## src/core/ppc_pkg.sv

```systemverilog
// ppc_pkg: register map, field layout and decode constants of the
// pack protector configuration bank; shared by the bank and its store.
package ppc_pkg;

   // -----------------------------------------------------------------
   // register indices (byte address is four times the index)
   // -----------------------------------------------------------------
   localparam logic [5:0] NONVOLATILE_ACCESS_STATUS_IDX    = 6'h00;
   localparam logic [5:0] SYSTEM_SETUP_IDX                 = 6'h01;
   localparam logic [5:0] OVERVOLTAGE_THRESHOLD_SETUP_IDX  = 6'h02;
   localparam logic [5:0] OVERVOLTAGE_HYST_DELAY_SETUP_IDX = 6'h03;
   localparam logic [5:0] UNDERVOLTAGE_THRESHOLD_SETUP_IDX = 6'h04;
   localparam logic [5:0] UNDERVOLTAGE_RECOVERY_SETUP_IDX  = 6'h05;
   localparam logic [5:0] DISCHARGE_OVERCURRENT_DELAY_IDX  = 6'h06;
   localparam logic [5:0] DISCHARGE_SHORT_DELAY_IDX        = 6'h07;
   localparam logic [5:0] DISCHARGE_CURRENT_TRIPS_IDX      = 6'h08;
   localparam logic [5:0] CHARGE_SHORT_SETUP_IDX           = 6'h09;
   localparam logic [5:0] BALANCE_SETUP_IDX                = 6'h0a;
   localparam logic [5:0] IRQ_STATUS_IDX                   = 6'h10;
   localparam logic [5:0] IRQ_MASK_IDX                     = 6'h11;
   localparam int         REG_COUNT                        = 11;

   // -----------------------------------------------------------------
   // field positions
   // -----------------------------------------------------------------
   localparam int SUPPLY_OK_BIT           = 0;
   localparam int SERIES_CELL_COUNT_LSB   = 5;
   localparam int CHARGER_THERMAL_BYPASS  = 4;
   localparam int TEMP_SENSE_ON_BIT       = 3;
   localparam int OVERTEMP_RECOVERY_BIT   = 2;
   localparam int RESERVED_ZERO_BIT       = 1;
   localparam int OVERCURRENT_RECOVERY    = 0;
   localparam int OV_TRIP_CODE_LSB        = 0;

   // -----------------------------------------------------------------
   // reset values and decode constants
   // -----------------------------------------------------------------
   localparam logic [7:0]  NV_RESET        = 8'h00;
   localparam logic [3:0]  IRQ_MASK_RESET  = 4'h0;
   localparam logic [2:0]  CELL_CODE_BAD   = 3'h7;
   localparam logic [3:0]  CELL_COUNT_MAX  = 4'ha;
   localparam logic [12:0] OV_BASE_MV      = 13'haf0;
   localparam logic [12:0] OV_STEP_MV      = 13'h019;
   localparam logic [1:0]  RESP_OKAY       = 2'h0;
   localparam logic [1:0]  RESP_SLVERR     = 2'h2;

   // interrupt status bit positions
   localparam int EV_OT_SET    = 0;
   localparam int EV_OT_CLEAR  = 1;
   localparam int EV_CELL_BAD  = 2;
   localparam int EV_SUPPLY    = 3;

endpackage

```

## src/core/ppc_store.sv

```systemverilog
// ppc_store: eleven byte locations of the configuration bank.
// assumes the caller decodes addresses; index 0 is never written here.
`timescale 1ns/1ps
module ppc_store
   import ppc_pkg::*;
(
   // clock, reset, enable
   input  wire logic       i_core_clk,
   input  wire logic       i_srst,
   input  wire logic       i_ce,
   // write port
   input  wire logic       i_wr_en,
   input  wire logic [3:0] i_wr_idx,
   input  wire logic [7:0] i_wr_data,
   // read port, data one cycle later
   input  wire logic [3:0] i_rd_idx,
   output logic      [7:0] o_rd_data,
   // live fields for decode
   output logic      [7:0] o_system_setup,
   output logic      [7:0] o_ov_threshold
);

   typedef struct packed {
      logic [REG_COUNT-1:0][7:0] mem;
      logic [7:0]                rd;
   } ppc_store_t;

   ppc_store_t r;
   ppc_store_t next_r;

   always_comb
   begin
      next_r = r;
      if (i_wr_en && (i_wr_idx < 4'(REG_COUNT)))
      begin
         next_r.mem[i_wr_idx] = i_wr_data;
      end
      next_r.rd = (i_rd_idx < 4'(REG_COUNT)) ? r.mem[i_rd_idx] : 8'h00;
   end

   // nonvolatile contents come up as the blank value after reset
   always_ff @(posedge i_core_clk)
   begin
      if (i_srst)
      begin
         r <= '{mem: {REG_COUNT{NV_RESET}}, rd: 8'h00};
      end
      else if (i_ce)
      begin
         r <= next_r;
      end
   end

   assign o_rd_data      = r.rd;
   assign o_system_setup = r.mem[SYSTEM_SETUP_IDX[3:0]];
   assign o_ov_threshold = r.mem[OVERVOLTAGE_THRESHOLD_SETUP_IDX[3:0]];

endmodule

```

## src/core/ppc_bank.sv

```systemverilog
// ppc_bank: configuration bank of a multi-cell pack protector, reached
// over AXI4-Lite, with thermal fault policy and field decode.
// assumes a synchronous AXI4-Lite master on i_core_clk; bus quiet while
// i_ce is low.
`timescale 1ns/1ps
module ppc_bank
   import ppc_pkg::*;
(
   // clock, reset, enable
   input  wire logic        i_core_clk,
   input  wire logic        i_srst,
   input  wire logic        i_ce,
   // axi4-lite write address and data
   input  wire logic        i_awvalid,
   output logic             o_awready,
   input  wire logic [7:0]  i_awaddr,
   input  wire logic        i_wvalid,
   output logic             o_wready,
   input  wire logic [31:0] i_wdata,
   input  wire logic [3:0]  i_wstrb,
   // axi4-lite write response
   output logic             o_bvalid,
   input  wire logic        i_bready,
   output logic      [1:0]  o_bresp,
   // axi4-lite read
   input  wire logic        i_arvalid,
   output logic             o_arready,
   input  wire logic [7:0]  i_araddr,
   output logic             o_rvalid,
   input  wire logic        i_rready,
   output logic      [31:0] o_rdata,
   output logic      [1:0]  o_rresp,
   // pack conditions
   input  wire logic        i_supply_ok,
   input  wire logic        i_charger_present,
   input  wire logic        i_load_present,
   input  wire logic        i_temp_over,
   input  wire logic        i_temp_cool,
   // decoded settings and status
   output logic      [3:0]  o_series_cell_count,
   output logic             o_cfg_bad,
   output logic      [12:0] o_ov_trip_mv,
   output logic             o_temp_sense_on,
   output logic             o_thermal_active,
   output logic             o_overcurrent_recovery_sel,
   output logic             o_overtemp_fault,
   output logic             o_irq
);

   // -----------------------------------------------------------------
   // helpers
   // -----------------------------------------------------------------
   function automatic logic [5:0] word_idx(input logic [7:0] addr);
      return addr[7:2];
   endfunction

   function automatic logic is_store(input logic [5:0] idx);
      return (idx >= SYSTEM_SETUP_IDX) && (idx <= BALANCE_SETUP_IDX);
   endfunction

   function automatic logic is_mapped(input logic [5:0] idx);
      return (idx <= BALANCE_SETUP_IDX) || (idx == IRQ_STATUS_IDX)
             || (idx == IRQ_MASK_IDX);
   endfunction

   function automatic logic [3:0] cell_count_of(input logic [2:0] code);
      return (code == CELL_CODE_BAD) ? 4'h0 : CELL_COUNT_MAX - {1'b0, code};
   endfunction

   function automatic logic [12:0] ov_mv_of(input logic [5:0] code);
      return OV_BASE_MV + 13'(OV_STEP_MV * {7'h00, code});
   endfunction

   // -----------------------------------------------------------------
   // state
   // -----------------------------------------------------------------
   typedef struct packed {
      logic        aw_full;
      logic [5:0]  aw_idx;
      logic        w_full;
      logic [7:0]  w_data;
      logic        w_low;
      logic        awready;
      logic        wready;
      logic        bvalid;
      logic [1:0]  bresp;
      logic        arready;
      logic        rd_pend;
      logic [5:0]  rd_idx;
      logic        rvalid;
      logic [7:0]  rdata;
      logic [1:0]  rresp;
      logic        supply_q;
      logic [3:0]  stat;
      logic [3:0]  mask;
      logic        irq;
      logic [3:0]  cells;
      logic        cfg_bad;
      logic [12:0] ov_mv;
      logic        sense_on;
      logic        thermal_active;
      logic        oc_rec;
      logic        ot_fault;
   } ppc_bank_t;

   ppc_bank_t   r;
   ppc_bank_t   next_r;
   logic        wr_fire;
   logic        st_wr;
   logic [7:0]  st_rd;
   logic [7:0]  sys;
   logic [7:0]  ovc;
   logic [2:0]  cell_code;
   logic        bypass;
   logic        charger_clears;

   assign cell_code      = sys[SERIES_CELL_COUNT_LSB +: 3];
   assign bypass         = sys[CHARGER_THERMAL_BYPASS];
   assign charger_clears = bypass && i_charger_present;
   assign wr_fire        = r.aw_full && r.w_full && !r.bvalid;
   // index 0 is never stored, so its read-only bit cannot be written
   assign st_wr          = wr_fire && r.w_low && is_store(r.aw_idx);

   ppc_store u_store (
      .i_core_clk     (i_core_clk),
      .i_srst         (i_srst),
      .i_ce           (i_ce),
      .i_wr_en        (st_wr),
      .i_wr_idx       (r.aw_idx[3:0]),
      .i_wr_data      (r.w_data),
      .i_rd_idx       (word_idx(i_araddr) < 6'h10 ? i_araddr[5:2] : 4'hf),
      .o_rd_data      (st_rd),
      .o_system_setup (sys),
      .o_ov_threshold (ovc)
   );

   // -----------------------------------------------------------------
   // next state
   // -----------------------------------------------------------------
   always_comb
   begin
      logic [3:0] ev;
      logic [3:0] clr;
      ev     = 4'h0;
      clr    = 4'h0;
      next_r = r;

      // write channels are taken in either order
      if (i_awvalid && r.awready)
      begin
         next_r.aw_full = 1'b1;
         next_r.aw_idx  = word_idx(i_awaddr);
      end
      if (i_wvalid && r.wready)
      begin
         next_r.w_full = 1'b1;
         next_r.w_data = i_wdata[7:0];
         next_r.w_low  = i_wstrb[0];
      end
      if (wr_fire)
      begin
         next_r.aw_full = 1'b0;
         next_r.w_full  = 1'b0;
         next_r.bvalid  = 1'b1;
         next_r.bresp   = is_mapped(r.aw_idx) ? RESP_OKAY : RESP_SLVERR;
         if (r.w_low && r.aw_idx == IRQ_STATUS_IDX)
         begin
            clr = r.w_data[3:0];
         end
         if (r.w_low && r.aw_idx == IRQ_MASK_IDX)
         begin
            next_r.mask = r.w_data[3:0];
         end
      end
      if (r.bvalid && i_bready)
      begin
         next_r.bvalid = 1'b0;
      end
      next_r.awready = !next_r.aw_full;
      next_r.wready  = !next_r.w_full;

      // read: store answers one cycle after the address is taken
      if (i_arvalid && r.arready)
      begin
         next_r.rd_pend = 1'b1;
         next_r.rd_idx  = word_idx(i_araddr);
      end
      if (r.rd_pend)
      begin
         next_r.rd_pend = 1'b0;
         next_r.rvalid  = 1'b1;
         next_r.rresp   = is_mapped(r.rd_idx) ? RESP_OKAY : RESP_SLVERR;
         if (r.rd_idx == NONVOLATILE_ACCESS_STATUS_IDX)
         begin
            next_r.rdata = {7'h00, r.supply_q};
         end
         else if (is_store(r.rd_idx))
         begin
            next_r.rdata = st_rd;
         end
         else if (r.rd_idx == IRQ_STATUS_IDX)
         begin
            next_r.rdata = {4'h0, r.stat};
         end
         else if (r.rd_idx == IRQ_MASK_IDX)
         begin
            next_r.rdata = {4'h0, r.mask};
         end
         else
         begin
            next_r.rdata = 8'h00;
         end
      end
      if (r.rvalid && i_rready)
      begin
         next_r.rvalid = 1'b0;
      end
      next_r.arready = !next_r.rd_pend && !next_r.rvalid;

      // decode uses only the named fields, reserved bits drop out
      next_r.cells   = cell_count_of(cell_code);
      next_r.cfg_bad = (cell_code == CELL_CODE_BAD);
      next_r.ov_mv   = ov_mv_of(ovc[OV_TRIP_CODE_LSB +: 6]);
      next_r.sense_on = sys[TEMP_SENSE_ON_BIT];
      next_r.oc_rec   = sys[OVERCURRENT_RECOVERY];
      next_r.thermal_active = sys[TEMP_SENSE_ON_BIT] && !charger_clears;

      // thermal fault: charger clear beats the recovery choice
      if (charger_clears || !sys[TEMP_SENSE_ON_BIT])
      begin
         next_r.ot_fault = 1'b0;
      end
      else if (!r.ot_fault)
      begin
         next_r.ot_fault = i_temp_over;
      end
      else if (i_temp_cool && (!sys[OVERTEMP_RECOVERY_BIT] || !i_load_present))
      begin
         next_r.ot_fault = 1'b0;
      end

      next_r.supply_q = i_supply_ok;
      ev[EV_OT_SET]   = next_r.ot_fault && !r.ot_fault;
      ev[EV_OT_CLEAR] = !next_r.ot_fault && r.ot_fault;
      ev[EV_CELL_BAD] = next_r.cfg_bad && !r.cfg_bad;
      ev[EV_SUPPLY]   = i_supply_ok != r.supply_q;
      // an event in the clearing cycle survives the clear
      next_r.stat = (r.stat & ~clr) | ev;
      next_r.irq  = |(next_r.stat & next_r.mask);
   end

   always_ff @(posedge i_core_clk)
   begin
      if (i_srst)
      begin
         r         <= '0;
         r.mask    <= IRQ_MASK_RESET;
         r.awready <= 1'b1;
         r.wready  <= 1'b1;
         r.arready <= 1'b1;
         r.ov_mv   <= OV_BASE_MV;
         r.cells   <= CELL_COUNT_MAX;
      end
      else if (i_ce)
      begin
         r <= next_r;
      end
   end

   // -----------------------------------------------------------------
   // outputs
   // -----------------------------------------------------------------
   assign o_awready                 = r.awready;
   assign o_wready                  = r.wready;
   assign o_bvalid                  = r.bvalid;
   assign o_bresp                   = r.bresp;
   assign o_arready                 = r.arready;
   assign o_rvalid                  = r.rvalid;
   assign o_rdata                   = {24'h000000, r.rdata};
   assign o_rresp                   = r.rresp;
   assign o_series_cell_count       = r.cells;
   assign o_cfg_bad                 = r.cfg_bad;
   assign o_ov_trip_mv              = r.ov_mv;
   assign o_temp_sense_on           = r.sense_on;
   assign o_thermal_active          = r.thermal_active;
   assign o_overcurrent_recovery_sel = r.oc_rec;
   assign o_overtemp_fault          = r.ot_fault;
   assign o_irq                     = r.irq;
endmodule

```

## config.mk

```make
export PLATFORM = sky130hd
export DESIGN_NAME = ppc_bank
export DESIGN_NICKNAME = d
export VERILOG_FILES = /design/src/core/ppc_pkg.sv /design/src/core/ppc_store.sv /design/src/core/ppc_bank.sv
export SDC_FILE = /design/constraint.sdc
export NUM_CORES = 1
export LEC_CHECK = 0
export BUFFER_PORTS_ARGS = -buffer_cell sky130_fd_sc_hd__buf_2
export CAP_MARGIN = 20
export CORE_MARGIN = 1
export CORE_UTILIZATION = 30
export DETAILED_ROUTE_END_ITERATION = 10
export PLACE_DENSITY_LB_ADDON = 0.05
export SLEW_MARGIN = 20
export SYNTH_ARGS = -nofsm -noshare
export SYNTH_HDL_FRONTEND = slang
export SYNTH_SLANG_ARGS = --single-unit
export TNS_END_PERCENT = 50
```

## constraint.sdc

```tcl
create_clock -name i_core_clk -period 3.4 [get_ports i_core_clk]
set_clock_uncertainty 0.1 [all_clocks]
set_input_delay 0.85 -clock i_core_clk [delete_from_list [all_inputs] [get_ports i_core_clk]]
set_output_delay 0.85 -clock i_core_clk [all_outputs]
set_load 0.01 [all_outputs]
```

# ---- Word level (Yosys, flattened, before mapping)
# Cells that the tools add are included.
dict set report op_classes {
  addsub 2
  mul 1
  bitwise 4
  reduce_logical 50
  n_lt_le_gt_ge 10
  mux 31
  eq_ne 6
}
# op n
set ops {}
lappend ops {{$bwmux W88} 1}
lappend ops {{$mux W8} 5}
lappend ops {{$bmux W8 S4} 1}
lappend ops {{$demux W8 S4} 1}
lappend ops {{$mux W4} 8}
lappend ops {{$eq A6 B5 Y1 const B} 4}
lappend ops {{$logic_and A1 B1 Y1} 22}
lappend ops {{$mux W7} 2}
lappend ops {{$reduce_and A2 Y1} 7}
lappend ops {{$add A12 B11 Y13 const A} 1}
lappend ops {{$ge A6 B1 Y1 const B} 2}
lappend ops {{$le A6 B4 Y1 const B} 2}
lappend ops {{$logic_not A1 Y1} 12}
lappend ops {{$mul A5 B6 Y11 const A} 1}
lappend ops {{$mux W11} 1}
lappend ops {{$lt A4 B5 Y1 const B} 2}
lappend ops {{$mux W10} 1}
lappend ops {{$and A4 B4 Y4} 2}
lappend ops {{$lt A4 B4 Y1 const B} 2}
lappend ops {{$mux W1} 8}
lappend ops {{$logic_not A6 Y1} 1}
lappend ops {{$logic_or A1 B1 Y1} 6}
lappend ops {{$lt A6 B5 Y1 const B} 1}
lappend ops {{$ge A4 B1 Y1 const B} 1}
lappend ops {{other kinds (9)} 10}
dict set report totals {
  out_inout_bits 64
  elab_cells 142
  register_bits 169
  in_bits 65
}

# ---- Depth between registers and ports, before layout
dict set report depth {
  ltp_word 11
  mapped_depth 13
  ltp_nobuf 13
}

# ---- Modules after synthesis
# Synthesis repeated with hierarchy kept, for this count alone.
dict set report hier_totals {
  hier_cells 962
  hier_area_um2 8464.4
}
# mod instances area_per_inst_um2 seq_area_each_um2 cells_each
set by_module_without_submodules {}
lappend by_module_without_submodules {ppc_store 1 4604.4 1921.8 516}
lappend by_module_without_submodules {ppc_bank 1 3860.0 1421.4 446}

# ---- Worst setup path after synthesis
# Ideal clock, no wire load.
dict set report synth_timing {
  path_type {reg2reg}
  from {register u_store.r (netlist bit u_store.o_ov_threshold[1])}
  to {register r (netlist bit o_ov_trip_mv[9])}
  path_buffers 0
  t_required_ns 3.178
  synth_period_minus_slack_ns 3.007
  arrival_ns 2.784
  setup_time_ns 0.122
  path_stages_with_launch 13
  slack_ns 0.393
  cell_sequence {dfxtp_1 > inv_1 > ha_1 > fa_1 > inv_1 > ha_1 > ha_1 > inv_1 > fa_1 > nor2b_1 > o21a_1 > or3_1 > a311o_1}
}
dict set report synth_via {
  elab_chain_len 2
}
# element line_no
set synth_rtl {}
lappend synth_rtl {{start, declared} ppc_store.sv:28} ;# ppc_store_t r;
lappend synth_rtl {{start signal, assigned} ppc_store.sv:46} ;# r <= '{mem: {REG_COUNT{NV_RESET}}, rd: 8'h00};
lappend synth_rtl {{start signal, assigned} ppc_store.sv:50} ;# r <= next_r;
lappend synth_rtl {{$mul A5 B6 Y11} ppc_bank.sv:71} ;# return OV_BASE_MV + 13'(OV_STEP_MV * {7'h00, code});
lappend synth_rtl {{$add A12 B11 Y13} ppc_bank.sv:71}
lappend synth_rtl {{end signal, assigned} ppc_bank.sv:266} ;# r <= next_r;
lappend synth_rtl {{end, declared} ppc_bank.sv:106} ;# ppc_bank_t r;
# No other way between the ends.
# A chain may end at the register's enable or synchronous reset.

# ---- Worst setup path after layout
# Same ends and word-level chain as after synthesis.

==> qor.yml <==
outcome:
  status: "finished with violations"
  violations: "design-rule violations"
worst_setup_path:
  critPathLaunchType: "flip-flop"
  critPathMaxFanout: 2
  crit_family: "adder cells"
  path_buf_inv: 3
  crit_chain: "inv_1, ha_1, fa_1, inv_1, ha_1, ha_1, inv_1, fa_1, nor2b_1, o21a_1, or3_1, a311o_1"
  worst-setup-path-type: "reg2reg"
  max_stage_delay_ns: 0.51
  cp-end-kind: "flip-flop"
  cp.required_ns: 3.62
  crit_arrival_ns: 3.31
  critPathSlowestCell: "fa_1"
die:
  floorplan.initialDensity: 0.304
  die_x_microns: 167
  die_h_microns: 167
  core_sq_mm: 0.0269
  io_pins: 129
  dieArea_sq_mm: 0.0279
  rows: 60
clock_network:
  cts_tree: "yes"
  clk_latency_ns: 0.43
  cts_resized: 0
  cts_root_buf: "clkbuf_16"
  h-tree-depth: 4
  numCtsBuffers: 17
  postCtsSetupBuffers: 0
  clkSinkCount: 167
  clockBufferDepth: 2
  hold_buffers: 0
  clk_pin_slew_ns: 0.07
global_route:
  grt_pass1_vias: 5822
  grt_pass1_wl_microns: 35800
  grt_overflow: 0
  grt_max_degree: 74
  antenna_found_initial: 0
  grt.total_usage: 0.167
synth:
  synthDistinctLibCells: 62
  synthFlopType: "dfxtp_1"
  synth_top_area_share: 0.409
  synth_top_area_cell: "dfxtp_1"
  synth_edf_count: 0
  synthArstFlopShare: 0
  yosys-top-cells-area: "dfxtp_1 41%, mux2i_1 15%, nor2_1 6.9%"
  syn_area_sq_mm: 0.00818
  ys_seq_elements: 167
  yosysWarnings: 0
  syn_inst: 912
  post_synth.cell_area_avg_sq_um: 8.97
  ys_seq_area_frac: 0.409
timing:
  max_freq_mhz: 323
  tightestPinTransition_ns: 0.860
  slew_viol_final: 0
  hold_viol_final: 0
  period_needed_ns: 3.09
  tns_ns: 0
  slew_headroom: 0.426
  setup_violations: 0
  rsz0062_at_grt: "no"
  final.period_utilization: 0.909
drt:
  drtIter0Drc: 433
  drcViolationCount: 1
  routedWlPerCell_microns: 17.5
  totalWireLength_microns: 22700
  ant_nets: 0
  vias: 6230
  dr.pass1.iters: 8
  via_per_inst: 4.78
pwr:
  ir_worst_vdd_mv: 0.295
  total_power_mw: 4.38
  power.leakage_nw: 3.70
  powerDensity_mw_per_mm2: 473
placement:
  dp_hpwl_microns: 16000
  routabilityCongestion: 0.742
  io_buffer_count: 71
worst_hold_path:
  hold_path_class: "reg2reg"
final_layout:
  fill_cells: 2845
  fin_nets: 1040
  drive_gt1_frac: 0.165
  area_growth_pct: 13.4
  antenna_cells: 0
run:
  maxCapViolCount: 0
==> layout by cell type (no fill, tap or decap), types with 11 or more instances in the layout <==
cell type,n
mux2i_1,124
clkbuf_16,17
conb_1,26
inv_1,29
nor2_1,150
a21oi_1,41
o21ai_0,12
nor3_1,13
o22ai_1,19
o211ai_1,17
nand2_1,56
nand3_1,14
a211oi_1,11
nor2b_1,19
buf_2,70
ha_1,24
dfxtp_1,167
buf_4,34
==> metal layers <==
layer | track usage | wire length (microns) | vias to the layer above
met2 | 0.253 | 9770 | 111
li1 | - | - | 3176
met3 | 0.0258 | 661 | 15
met5 | 0 | 0 | -
met1 | 0.245 | 12100 | 2928
met4 | 0.0386 | 201 | 0
==> logic make-up (layout without fill, tap and decap cells) <==
kind of cell / count (synthesis) / after routing / synth area share
and+or+nand+nor: 295 / 295 / 0.168
other: 1 / 26 / 0.000458
muxes: 131 / 131 / 0.162
AOI/OAI and AO/OA: 147 / 147 / 0.122
adders and majority gates: 26 / 26 / 0.0416
DFF: 167 / 167 / 0.409
buffers and inverters: 141 / 166 / 0.0926
xor gates and xnor gates: 4 / 4 / 0.00428
==> sequential cells by signal (all words and copies together) (netlist names) <==
register / cells
u_store.r: 72
u_store.o_rd_data: 8
u_store.o_ov_threshold: 8
o_overcurrent_recovery_sel: 1
o_overtemp_fault: 1
o_rvalid: 1
r: 33
o_rresp: 1
o_bresp: 1
o_ov_trip_mv: 13
o_thermal_active: 1
o_irq: 1
o_bvalid: 1
o_temp_sense_on: 1
u_store.o_system_setup: 8
o_cfg_bad: 1
o_arready: 1
o_wready: 1
o_awready: 1
o_rdata: 8
o_series_cell_count: 4
==> layout make-up <==
cell class / instances / area [sq um] / area share
multi-input cells: 629 / 4170 / 0.450
well taps: 341 / 427 / 0.0460
inverters: 29 / 109 / 0.0117
clock buffers: 18 / 429 / 0.0463
clock inverters: 14 / 173 / 0.0186
repair buffers: 105 / 626 / 0.0674
flip-flops and latches: 167 / 3340 / 0.360
==> report_power, final <==
group / internal [mW] / switching (mW) / total [mW]
clock network: 1.16 / 0.860 / 2.02
registers: 1.99 / 0.0570 / 2.05
logic: 0.113 / 0.200 / 0.313
==> tightest hold or removal path, delay by kind of cell (launching register included) <==
| family | cells | cell delay, ns |
|---|---|---|
| simple gates | 1 | 0.05 |
| flops | 1 | 0.31 |
| compound gates | 1 | 0.05 |
==> synthesized netlist by cell type, types with 2 or more instances <==
master / count
a211o_1: 9
a211oi_1: 11
a21o_1: 3
a21oi_1: 41
a311o_1: 2
a311oi_1: 9
a31oi_1: 5
and2_1: 2
buf_1: 7
buf_2: 2
buf_4: 54
buf_6: 3
clkbuf_1: 46
dfxtp_1: 167
fa_1: 2
ha_1: 24
inv_1: 29
mux2_2: 6
mux2i_1: 124
nand2_1: 56
nand2b_1: 8
nand3_1: 14
nand4_1: 3
nand4b_1: 2
nor2_1: 150
nor2b_1: 19
nor3_1: 13
nor3_2: 5
nor4_1: 3
nor4_2: 2
o2111ai_1: 3
o211ai_1: 17
o21a_1: 3
o21ai_0: 12
o21bai_1: 2
o22ai_1: 19
or2_2: 2
or3_1: 4
or4_1: 4
xnor2_1: 3
==> metrics by stage <==
step	utilization	setup slack (ns)	cells	hold WS (ns)	area (sq um)
2_1_floorplan	-	0.393	937	0.330	8270
3_3_place_gp	0.323	0.309	1271	0.340	8680
3_5_place_dp	0.323	0.309	1271	0.345	8680
4_1_cts	0.345	0.281	1303	0.353	9280
5_1_grt	0.345	0.117	1303	0.378	9280
6_report	0.345	0.309	1303	0.351	9280
==> path summary, 6_finish.rpt <==
| path | slack, ns | depth (start not counted) | start | end |
|---|---|---|---|---|
| max | 0.31 | 12 | u_store.o_ov_threshold[1]$_SDFFE_PP0P_ | o_ov_trip_mv[9]$_SDFFE_PP1P_ |
| max reg2reg | 0.31 | 12 | u_store.o_ov_threshold[1]$_SDFFE_PP0P_ | o_ov_trip_mv[9]$_SDFFE_PP1P_ |
| min reg2reg | 0.35 | 2 | o_rdata[6]$_SDFFE_PP0P_ | o_rdata[6]$_SDFFE_PP0P_ |
| min | 0.35 | 2 | o_rdata[6]$_SDFFE_PP0P_ | o_rdata[6]$_SDFFE_PP0P_ |
(Power assumes the default switching activity.)
